`config.mk`:
```
export PLATFORM = sky130hd
export DESIGN_NAME = psmrs_top
export DESIGN_NICKNAME = d
export VERILOG_FILES = /design/src/rtl/psmrs_pkg.sv /design/src/rtl/psmrs_addr_map.sv /design/src/rtl/psmrs_stack_ram.sv /design/src/rtl/psmrs_top.sv
export SDC_FILE = /design/constraint.sdc
export NUM_CORES = 1
export LEC_CHECK = 0
export BUFFER_PORTS_ARGS = -buffer_cell sky130_fd_sc_hd__buf_4
export CAP_MARGIN = 5
export CORE_ASPECT_RATIO = 1.25
export CORE_MARGIN = 4
export CORE_UTILIZATION = 50
export DETAILED_ROUTE_END_ITERATION = 8
export GPL_ROUTABILITY_DRIVEN = 0
export GPL_TIMING_DRIVEN = 0
export PLACE_DENSITY = 0.77
export SETUP_SLACK_MARGIN = 0.4
export SYNTH_ARGS = -nofsm -noshare
export SYNTH_HDL_FRONTEND = slang
export SYNTH_SLANG_ARGS = --single-unit
```
`constraint.sdc`:
```
create_clock -name clk -period 4.6 [get_ports clk]
set_input_delay 0.92 -clock clk [delete_from_list [all_inputs] [get_ports clk]]
set_output_delay 0.92 -clock clk [all_outputs]
set_load 0.02 [all_outputs]
```
`src/rtl/psmrs_pkg.sv`:
```
`default_nettype none
package psmrs_pkg;
   localparam int          PC_W           = 21;
   localparam int          SP_W           = 5;
   localparam logic [4:0]  STACK_DEPTH    = 5'h1F;
   localparam logic [4:0]  SP_RESET       = 5'h00;
   localparam logic [20:0] RESET_VECTOR   = 21'h000000;
   localparam logic [20:0] HI_IRQ_VECTOR  = 21'h000008;
   localparam logic [20:0] LO_IRQ_VECTOR  = 21'h000018;
   localparam logic [20:0] BOOT_TOP       = 21'h0007FF;
   localparam logic [20:0] FLASH_TOP_48K  = 21'h00BFFF;
   localparam logic [20:0] FLASH_TOP_64K  = 21'h00FFFF;
   localparam logic [1:0]  MODE_INTERNAL_ONLY = 2'h3;
   localparam logic [1:0]  MODE_EXTERNAL_ONLY = 2'h2;
   localparam logic [1:0]  MODE_BOOT_BLOCK    = 2'h1;
   localparam logic [1:0]  MODE_EXTENDED      = 2'h0;
   localparam logic [11:0] REG_CONFIG     = 12'h000;
   localparam logic [11:0] REG_STACK_IDX  = 12'h004;
   localparam logic [11:0] REG_TOP_UPPER  = 12'h008;
   localparam logic [11:0] REG_TOP_HIGH   = 12'h00C;
   localparam logic [11:0] REG_TOP_LOW    = 12'h010;
   localparam logic [11:0] REG_MEM_CTRL   = 12'h014;
   localparam int          CFG_WAIT_BIT   = 7;
   localparam logic [7:0]  CFG_USED_MASK  = 8'h83;
   localparam int          IDX_FULL_BIT   = 7;
   localparam int          IDX_UNF_BIT    = 6;
   localparam int          MEMCTL_WAIT_LSB = 4;
   localparam logic [7:0]  MEMCTL_RESET   = 8'h00;
   typedef enum logic [1:0] {ACC_EXEC, ACC_TABLE_READ, ACC_TABLE_WRITE} psmrs_access_t;
   typedef enum logic [2:0] {SEL_NONE, SEL_CONFIG, SEL_IDX, SEL_UPPER, SEL_HIGH, SEL_LOW, SEL_MEMCTL} psmrs_regsel_t;
   typedef struct packed {
      logic        push;
      logic        pop;
      logic        irq_ack;
      logic        irq_high;
      logic [20:0] pc;
   } psmrs_seq_t;
   typedef struct packed {
      logic        valid;
      logic        vector;
      logic [20:0] pc;
   } psmrs_ret_t;
endpackage
`default_nettype wire

```
`src/rtl/psmrs_addr_map.sv`:
```
`default_nettype none
module psmrs_addr_map (
   input  wire logic [20:0] addr,
   input  wire logic [1:0]  memory_mode_select,
   input  wire logic        flash_64k,
   output logic             int_sel,
   output logic             ext_sel,
   output logic             zero_fill
);
   logic [20:0] flash_top;
   logic        in_flash;
   logic        in_boot;

   assign flash_top = flash_64k ? psmrs_pkg::FLASH_TOP_64K : psmrs_pkg::FLASH_TOP_48K;
   assign in_flash  = addr <= flash_top;
   assign in_boot   = addr <= psmrs_pkg::BOOT_TOP;

   always_comb
   begin
      int_sel   = 1'b0;
      ext_sel   = 1'b0;
      zero_fill = 1'b0;
      case (memory_mode_select)
         psmrs_pkg::MODE_INTERNAL_ONLY:
         begin
            int_sel   = in_flash;
            zero_fill = !in_flash;
         end
         psmrs_pkg::MODE_EXTERNAL_ONLY:
            ext_sel = 1'b1;
         psmrs_pkg::MODE_BOOT_BLOCK:
         begin
            int_sel = in_boot;
            ext_sel = !in_boot;
         end
         default:
         begin
            int_sel = in_flash;
            ext_sel = !in_flash;
         end
      endcase
   end
endmodule // psmrs_addr_map
`default_nettype wire

```
`src/rtl/psmrs_stack_ram.sv`:
```
`default_nettype none
module psmrs_stack_ram (
   input  wire logic        clk,
   input  wire logic        ce,
   input  wire logic        we,
   input  wire logic [4:0]  waddr,
   input  wire logic [20:0] wdata,
   input  wire logic [4:0]  raddr,
   output logic [20:0]      rdata
);
   // Entries 1..31 only; index zero has no storage
   logic [20:0] mem [1:31];

   always_ff @(posedge clk)
   begin
      if (ce && we && waddr != 5'h00)
         mem[waddr] <= wdata;
   end

   assign rdata = (raddr == 5'h00) ? 21'h000000 : mem[raddr];
endmodule // psmrs_stack_ram
`default_nettype wire

```
`src/rtl/psmrs_top.sv`:
```
// Chosen here: the register addresses and the APB register port.
`default_nettype none
module psmrs_top (
   input  wire logic                  clk,
   input  wire logic                  rst,
   input  wire logic                  ce,
   input  wire logic                  power_on,
   input  wire logic [7:0]            memory_mode_config_byte,
   input  wire logic                  flash_64k,
   input  wire logic                  stack_fault_reset_enable,
   input  wire logic                  psel,
   input  wire logic                  penable,
   input  wire logic                  pwrite,
   input  wire logic [11:0]           paddr,
   input  wire logic [31:0]           pwdata,
   output logic [31:0]                prdata,
   output logic                       pready,
   output logic                       pslverr,
   input  wire psmrs_pkg::psmrs_seq_t seq_req,
   output psmrs_pkg::psmrs_ret_t      seq_ret,
   output logic                       stack_fault_reset,
   output logic [20:0]                reset_vector,
   input  wire logic [20:0]           fetch_addr,
   input  wire logic                  fetch_valid,
   input  wire psmrs_pkg::psmrs_access_t fetch_kind,
   input  wire logic [15:0]           flash_rdata,
   input  wire logic [15:0]           ext_rdata,
   output logic                       flash_rd_en,
   output logic                       flash_wr_en,
   output logic                       ext_rd_en,
   output logic                       ext_wr_en,
   output logic [15:0]                fetch_rdata,
   output logic [1:0]                 ext_wait_states
);
   logic [7:0]            cfg;
   logic                  fl64;
   logic                  fault_en;
   logic [7:0]            next_cfg;
   logic                  next_fl64;
   logic                  next_fault_en;
   logic [9:0]            pin_s1;
   logic [9:0]            pin_s2;
   logic [9:0]            pin_s3;
   logic [9:0]            pin_q;
   logic [9:0]            next_pin_q;
   logic [4:0]            sp;
   logic [4:0]            next_sp;
   logic                  full;
   logic                  next_full;
   logic                  unf;
   logic                  next_unf;
   logic [7:0]            memory_control_reg;
   logic [7:0]            next_memory_control_reg;
   logic [31:0]           next_prdata;
   psmrs_pkg::psmrs_ret_t next_seq_ret;
   logic                  next_fault;
   logic [15:0]           next_fetch_rdata;
   logic                  ram_we;
   logic [4:0]            ram_waddr;
   logic [20:0]           ram_wdata;
   logic [20:0]           top_entry;
   logic                  int_sel;
   logic                  ext_sel;
   logic                  zero_fill;
   logic                  apb_write;
   psmrs_pkg::psmrs_regsel_t wr_sel;
   psmrs_pkg::psmrs_regsel_t rd_sel;

   function automatic psmrs_pkg::psmrs_regsel_t reg_decode(input logic [11:0] a);
      psmrs_pkg::psmrs_regsel_t s;
      if (a == psmrs_pkg::REG_CONFIG)
         s = psmrs_pkg::SEL_CONFIG;
      else if (a == psmrs_pkg::REG_STACK_IDX)
         s = psmrs_pkg::SEL_IDX;
      else if (a == psmrs_pkg::REG_TOP_UPPER)
         s = psmrs_pkg::SEL_UPPER;
      else if (a == psmrs_pkg::REG_TOP_HIGH)
         s = psmrs_pkg::SEL_HIGH;
      else if (a == psmrs_pkg::REG_TOP_LOW)
         s = psmrs_pkg::SEL_LOW;
      else if (a == psmrs_pkg::REG_MEM_CTRL)
         s = psmrs_pkg::SEL_MEMCTL;
      else
         s = psmrs_pkg::SEL_NONE;
      return s;
   endfunction

   psmrs_stack_ram u_ram (
      .clk   (clk),
      .ce    (ce),
      .we    (ram_we),
      .waddr (ram_waddr),
      .wdata (ram_wdata),
      .raddr (sp),
      .rdata (top_entry)
   );

   psmrs_addr_map u_map (
      .addr               (fetch_addr),
      .memory_mode_select (cfg[1:0]),
      .flash_64k          (fl64),
      .int_sel            (int_sel),
      .ext_sel            (ext_sel),
      .zero_fill          (zero_fill)
   );

   // Pins from outside: a change counts once stages two and three agree
   always_comb
   begin
      next_pin_q = (pin_s2 & pin_s3) | (pin_q & (pin_s2 ^ pin_s3));
   end

   always_ff @(posedge clk)
   begin
      if (ce)
      begin
         pin_s1 <= {stack_fault_reset_enable, flash_64k, memory_mode_config_byte};
         pin_s2 <= pin_s1;
         pin_s3 <= pin_s2;
         pin_q  <= next_pin_q;
      end
   end

   // Configuration taken only while reset is held
   always_comb
   begin
      next_cfg      = cfg;
      next_fl64     = fl64;
      next_fault_en = fault_en;
      if (rst)
      begin
         next_cfg      = pin_q[7:0] & psmrs_pkg::CFG_USED_MASK;
         next_fl64     = pin_q[8];
         next_fault_en = pin_q[9];
      end
   end

   always_ff @(posedge clk)
   begin
      cfg      <= next_cfg;
      fl64     <= next_fl64;
      fault_en <= next_fault_en;
   end

   // Fetch and table strobes
   assign flash_rd_en = fetch_valid && int_sel && fetch_kind != psmrs_pkg::ACC_TABLE_WRITE;
   assign flash_wr_en = fetch_valid && int_sel && fetch_kind == psmrs_pkg::ACC_TABLE_WRITE;
   assign ext_rd_en   = fetch_valid && ext_sel && fetch_kind != psmrs_pkg::ACC_TABLE_WRITE;
   assign ext_wr_en   = fetch_valid && ext_sel && fetch_kind == psmrs_pkg::ACC_TABLE_WRITE;
   assign reset_vector = psmrs_pkg::RESET_VECTOR;

   always_comb
   begin
      if (zero_fill || !(int_sel || ext_sel))
         next_fetch_rdata = 16'h0000;
      else if (int_sel)
         next_fetch_rdata = flash_rdata;
      else
         next_fetch_rdata = ext_rdata;
   end

   assign ext_wait_states = cfg[psmrs_pkg::CFG_WAIT_BIT] ? 2'h0 :
                            memory_control_reg[psmrs_pkg::MEMCTL_WAIT_LSB +: 2];

   // APB slave: zero wait states, read data captured in setup
   assign pready    = 1'b1;
   assign apb_write = psel && penable && pwrite;
   assign wr_sel    = reg_decode(paddr);
   assign rd_sel    = reg_decode(paddr);
   assign pslverr   = psel && penable && (wr_sel == psmrs_pkg::SEL_NONE);

   always_comb
   begin
      next_prdata = prdata;
      if (psel && !penable && !pwrite)
      begin
         next_prdata = 32'h00000000;
         case (rd_sel)
            psmrs_pkg::SEL_CONFIG:
               next_prdata[7:0] = cfg & psmrs_pkg::CFG_USED_MASK;
            psmrs_pkg::SEL_IDX:
               next_prdata[7:0] = {full, unf, 1'b0, sp};
            psmrs_pkg::SEL_UPPER:
               next_prdata[7:0] = {3'h0, top_entry[20:16]};
            psmrs_pkg::SEL_HIGH:
               next_prdata[7:0] = top_entry[15:8];
            psmrs_pkg::SEL_LOW:
               next_prdata[7:0] = top_entry[7:0];
            psmrs_pkg::SEL_MEMCTL:
               next_prdata[7:0] = memory_control_reg;
            default:
               next_prdata = 32'h00000000;
         endcase
      end
   end

   // Return stack and software access
   always_comb
   begin
      next_sp                 = sp;
      next_full               = full;
      next_unf                = unf;
      next_memory_control_reg = memory_control_reg;
      next_seq_ret            = '0;
      next_fault              = 1'b0;
      ram_we                  = 1'b0;
      ram_waddr               = sp;
      ram_wdata               = seq_req.pc;
      if (seq_req.push || seq_req.irq_ack)
      begin
         if (seq_req.irq_ack)
         begin
            next_seq_ret.valid  = 1'b1;
            next_seq_ret.vector = 1'b1;
            next_seq_ret.pc     = seq_req.irq_high ? psmrs_pkg::HI_IRQ_VECTOR :
                                  psmrs_pkg::LO_IRQ_VECTOR;
         end
         if (sp == psmrs_pkg::STACK_DEPTH)
         begin
            next_full  = 1'b1;
            next_fault = fault_en;
            if (fault_en)
               next_sp = psmrs_pkg::SP_RESET;
         end
         else
         begin
            next_sp   = sp + 5'h01;
            ram_we    = 1'b1;
            ram_waddr = sp + 5'h01;
            if (sp + 5'h01 == psmrs_pkg::STACK_DEPTH)
            begin
               next_full = 1'b1;
               if (fault_en)
               begin
                  next_fault = 1'b1;
                  next_sp    = psmrs_pkg::SP_RESET;
               end
            end
         end
      end
      else if (seq_req.pop)
      begin
         next_seq_ret.valid = 1'b1;
         if (sp == psmrs_pkg::SP_RESET)
         begin
            next_seq_ret.pc = psmrs_pkg::RESET_VECTOR;
            next_unf        = 1'b1;
            next_fault      = fault_en;
         end
         else
         begin
            next_seq_ret.pc = top_entry;
            next_sp         = sp - 5'h01;
         end
      end
      else if (apb_write)
      begin
         case (wr_sel)
            psmrs_pkg::SEL_IDX:
            begin
               next_sp = pwdata[4:0];
               if (!pwdata[psmrs_pkg::IDX_FULL_BIT])
                  next_full = 1'b0;
               if (!pwdata[psmrs_pkg::IDX_UNF_BIT])
                  next_unf = 1'b0;
            end
            psmrs_pkg::SEL_UPPER:
            begin
               ram_we    = 1'b1;
               ram_wdata = {pwdata[4:0], top_entry[15:0]};
            end
            psmrs_pkg::SEL_HIGH:
            begin
               ram_we    = 1'b1;
               ram_wdata = {top_entry[20:16], pwdata[7:0], top_entry[7:0]};
            end
            psmrs_pkg::SEL_LOW:
            begin
               ram_we    = 1'b1;
               ram_wdata = {top_entry[20:8], pwdata[7:0]};
            end
            psmrs_pkg::SEL_MEMCTL:
               next_memory_control_reg = pwdata[7:0];
            default:
               next_memory_control_reg = memory_control_reg;
         endcase
      end
   end

   always_ff @(posedge clk)
   begin
      if (rst)
      begin
         sp                 <= psmrs_pkg::SP_RESET;
         memory_control_reg <= psmrs_pkg::MEMCTL_RESET;
         prdata             <= 32'h00000000;
         seq_ret            <= '0;
         stack_fault_reset  <= 1'b0;
         fetch_rdata        <= 16'h0000;
         if (power_on)
         begin
            full <= 1'b0;
            unf  <= 1'b0;
         end
      end
      else if (ce)
      begin
         sp                 <= next_sp;
         full               <= next_full;
         unf                <= next_unf;
         memory_control_reg <= next_memory_control_reg;
         prdata             <= next_prdata;
         seq_ret            <= next_seq_ret;
         stack_fault_reset  <= next_fault;
         fetch_rdata        <= next_fetch_rdata;
      end
   end
endmodule // psmrs_top
`default_nettype wire

```
==> metrics.txt <==
Synth Instances 1732; EDFF count, synth 678; Least-Margin Pin Slew 1.106 ns; number of global-route vias before repair 19110; Largest Register u_ram.mem; achievable frequency 234.5 MHz; biggest regs u_ram.mem x651, seq_ret x23, fetch_rdata x16; # DRC 0; P_leak 12.13 nW; setup total negative slack 0 ns; Clock Sinks 744; clk root buf clkbuf_16; worst vdd ir 0.2691 mV; asr flop ratio synth 0%; Post-Synthesis Cell Area 0.03034 sq mm; fin area 0.03631 sq mm; Slew headroom 26.28%; core area 0.05981 sq mm; Global Route Usage Sum 27.41%; global route hottest layer met2; Worst-Skew Late Latency 0.61 ns; Chip Height 283.4 microns; initial antenna violation count 0; Final Hold Fails 0; WP data arrival 4.56 ns; Min Clock Period, post-route 4.264 ns; clk buf depth 3; drt initial violations 2624; hold buffers post-CTS 0; antenna diode count 0; critical path type reg2reg; Simple-Gate Fraction of Synth Area 4.784%; Antenna Nets Post-Route 0; #FFs+latches synth 744; largest family of logic cells by synthesized area multiplexers; Syn Area/Cell 17.52 sq um; Via density 6.504; HP Start pin_s1[9]; top area cells in the synthesized netlist edfxtp_1 67%, mux4_2 10%, dfxtp_1 4.4%; maxcap violations 0; FF+latch area 0.02168 sq mm; area of the multi-input gates 0.008313 sq mm; H-Tree Depth 3; RSZ-0062 raised after global routing true; Final Power 0.01450 W; Final period util 92.69%; final setup violating endpoints 0; routed via count 18910; library cells used by synthesis 76; commonest non-fill, non-tap cell in the layout edfxtp_1; Die W 228.3 microns; sequential area share after synthesis 71.46%; final slew viol count 0; Synth Area in Adders 0.6186%; HPWL Detailed 62110 microns; proportion of netlist area held by the largest area contributor 67.11%; routing usage on met3 6.687%; Worst Path Max Fanout 31; max reg flops 651; Power Dens Cells 399.4 mW/mm^2; Syn. warnings 0; post-synth top area cell edfxtp_1; worst hold-check path type reg2reg; ys flop type edfxtp_1; synth-to-layout area growth 19.67%; I/O Buffers 165; met2 Use GR 45.90%; cts bufs inserted 67; dpl cell area 0.03395 sq mm; Final nets 2247; site row count 100; pin count of the biggest net entering global routing 32; CP Launch Type flop; Post-Route Skew 0.03653 ns; commonest cells after routing, fill and taps aside 678 x edfxtp_1, 239 x buf_4, 140 x mux4_2, 101 x mux2i_1, 84 x nand2_1; clock slew at reported path FFs 0.07 ns; post-synthesis mux area share 14.06%; Fillers 4075; Synth Area in XOR/XNOR 0.1155%; final wirelength 90170 microns; status completed; DR WL/cell 31.02 microns; gr ovfl total 0; FF-to-FF setup slack 0.34 ns; Ports 243; WP data required 4.90 ns; total iterations of the first detailed-routing run 9; compound-gate portion of the synthesized area 6.066%; layout cells sized above 1 31.14%; initial core utilization 50.73%; die area 0.06471 sq mm; first-pass GRT wire length 130000 microns; grt met1 use 31.94%; CP Capture Type flop; TritonCTS clock tree yes
==> synth_stat cells (all sizes together), types with 3 or more instances <==
| master | instances |
|---|---|
| a2111oi | 7 |
| a211o | 10 |
| a211oi | 25 |
| a21o | 9 |
| a21oi | 44 |
| a221oi | 13 |
| a22o | 12 |
| a22oi | 18 |
| a31oi | 5 |
| a32oi | 6 |
| and2 | 3 |
| buf | 100 |
| clkbuf | 38 |
| dfxtp | 66 |
| edfxtp | 678 |
| ha | 15 |
| inv | 15 |
| mux2 | 9 |
| mux2i | 101 |
| mux4 | 140 |
| nand2 | 88 |
| nand2b | 12 |
| nand3 | 13 |
| nand3b | 8 |
| nand4 | 6 |
| nor2 | 84 |
| nor2b | 13 |
| nor3 | 39 |
| nor4 | 6 |
| o211ai | 4 |
| o21a | 5 |
| o21ai | 50 |
| o221ai | 5 |
| o22a | 5 |
| o22ai | 24 |
| o41ai | 3 |
| or2 | 8 |
| or3b | 3 |
| or4 | 6 |
| xnor2 | 4 |
==> path summary, 6_finish.rpt <==
path,end,cells after the start
setup reg to reg,u_ram.mem[10][5],7
setup / recovery,u_ram.mem[10][5],7
hold reg to reg,pin_s2[9],0
hold / removal,pin_s2[9],0
==> logic make-up (layout without fill, tap and decap cells) <==
kind of cell / Yosys count / count (layout)
buffers and inverters: 153 / 519
other: 2 / 46
multiplexers: 250 / 250
AO/OA/AOI/OAI: 264 / 264
XOR/XNOR: 4 / 4
adder cells (fa/ha/maj): 15 / 15
AND/OR/NAND/NOR: 300 / 300
flip-flops: 744 / 744
==> final cells by class <==
| class | count | share of cell area [%] |
|---|---|---|
| Sequential cell | 744 | 59.72 |
| Tap cell | 765 | 2.636 |
| Inverter | 15 | 0.1551 |
| Timing Repair Buffer | 245 | 6.455 |
| Multi-Input combinational cell | 879 | 22.90 |
| Clock inverter | 40 | 0.9615 |
| Buffer | 138 | 2.302 |
| Clock buffer | 81 | 4.876 |
==> critical path: stages, from the launching register on <==
cell and delay, ns:
dfxtp_1 0.34, clkbuf_1 0.50, clkbuf_1 0.66, nor2b_1 0.84, a22oi_1 0.25, a22oi_1 0.52, a221oi_1 0.22, nor2_4 0.60
==> through the flow <==
step | utilization, % | worst slack [ns] | std cells | hold WS [ns]
after floorplan | - | -0.08702 | 1776 | 0.4003
after global placement | 54.73 | -2.833 | 2706 | 0.4051
after detailed placement | 56.77 | -0.2264 | 2773 | 0.4100
after CTS | 60.47 | 0.4325 | 2898 | 0.4298
after global routing | 60.71 | 0.3495 | 2907 | 0.4308
final | 60.71 | 0.3363 | 2907 | 0.4319
==> layer usage <==
metal  vias to the layer above  wire length [microns]
li1                       7637                      -
met1                      9376                  29000
met2                      1537                  43980
met3                       357                  10470
met4                         0                   6725
met5                         -                      0
==> power by group <==
| group | internal, W | switching [W] | total, W |
|---|---|---|---|
| registers | 0.00747 | 0.0000418 | 0.00751 |
| logic | 0.000552 | 0.000941 | 0.00149 |
| clock network | 0.00305 | 0.00245 | 0.00550 |
| total | 0.0111 | 0.00343 | 0.0145 |
==> timing repair <==
action,CTS,global route
setup endpoints to repair,453,376
setup buffers,4,7
pin swaps,1,3
gates resized for setup,18,13
endpoints found under the hold margin,0,0
Note: power is estimated with default switching activity, not from simulation.
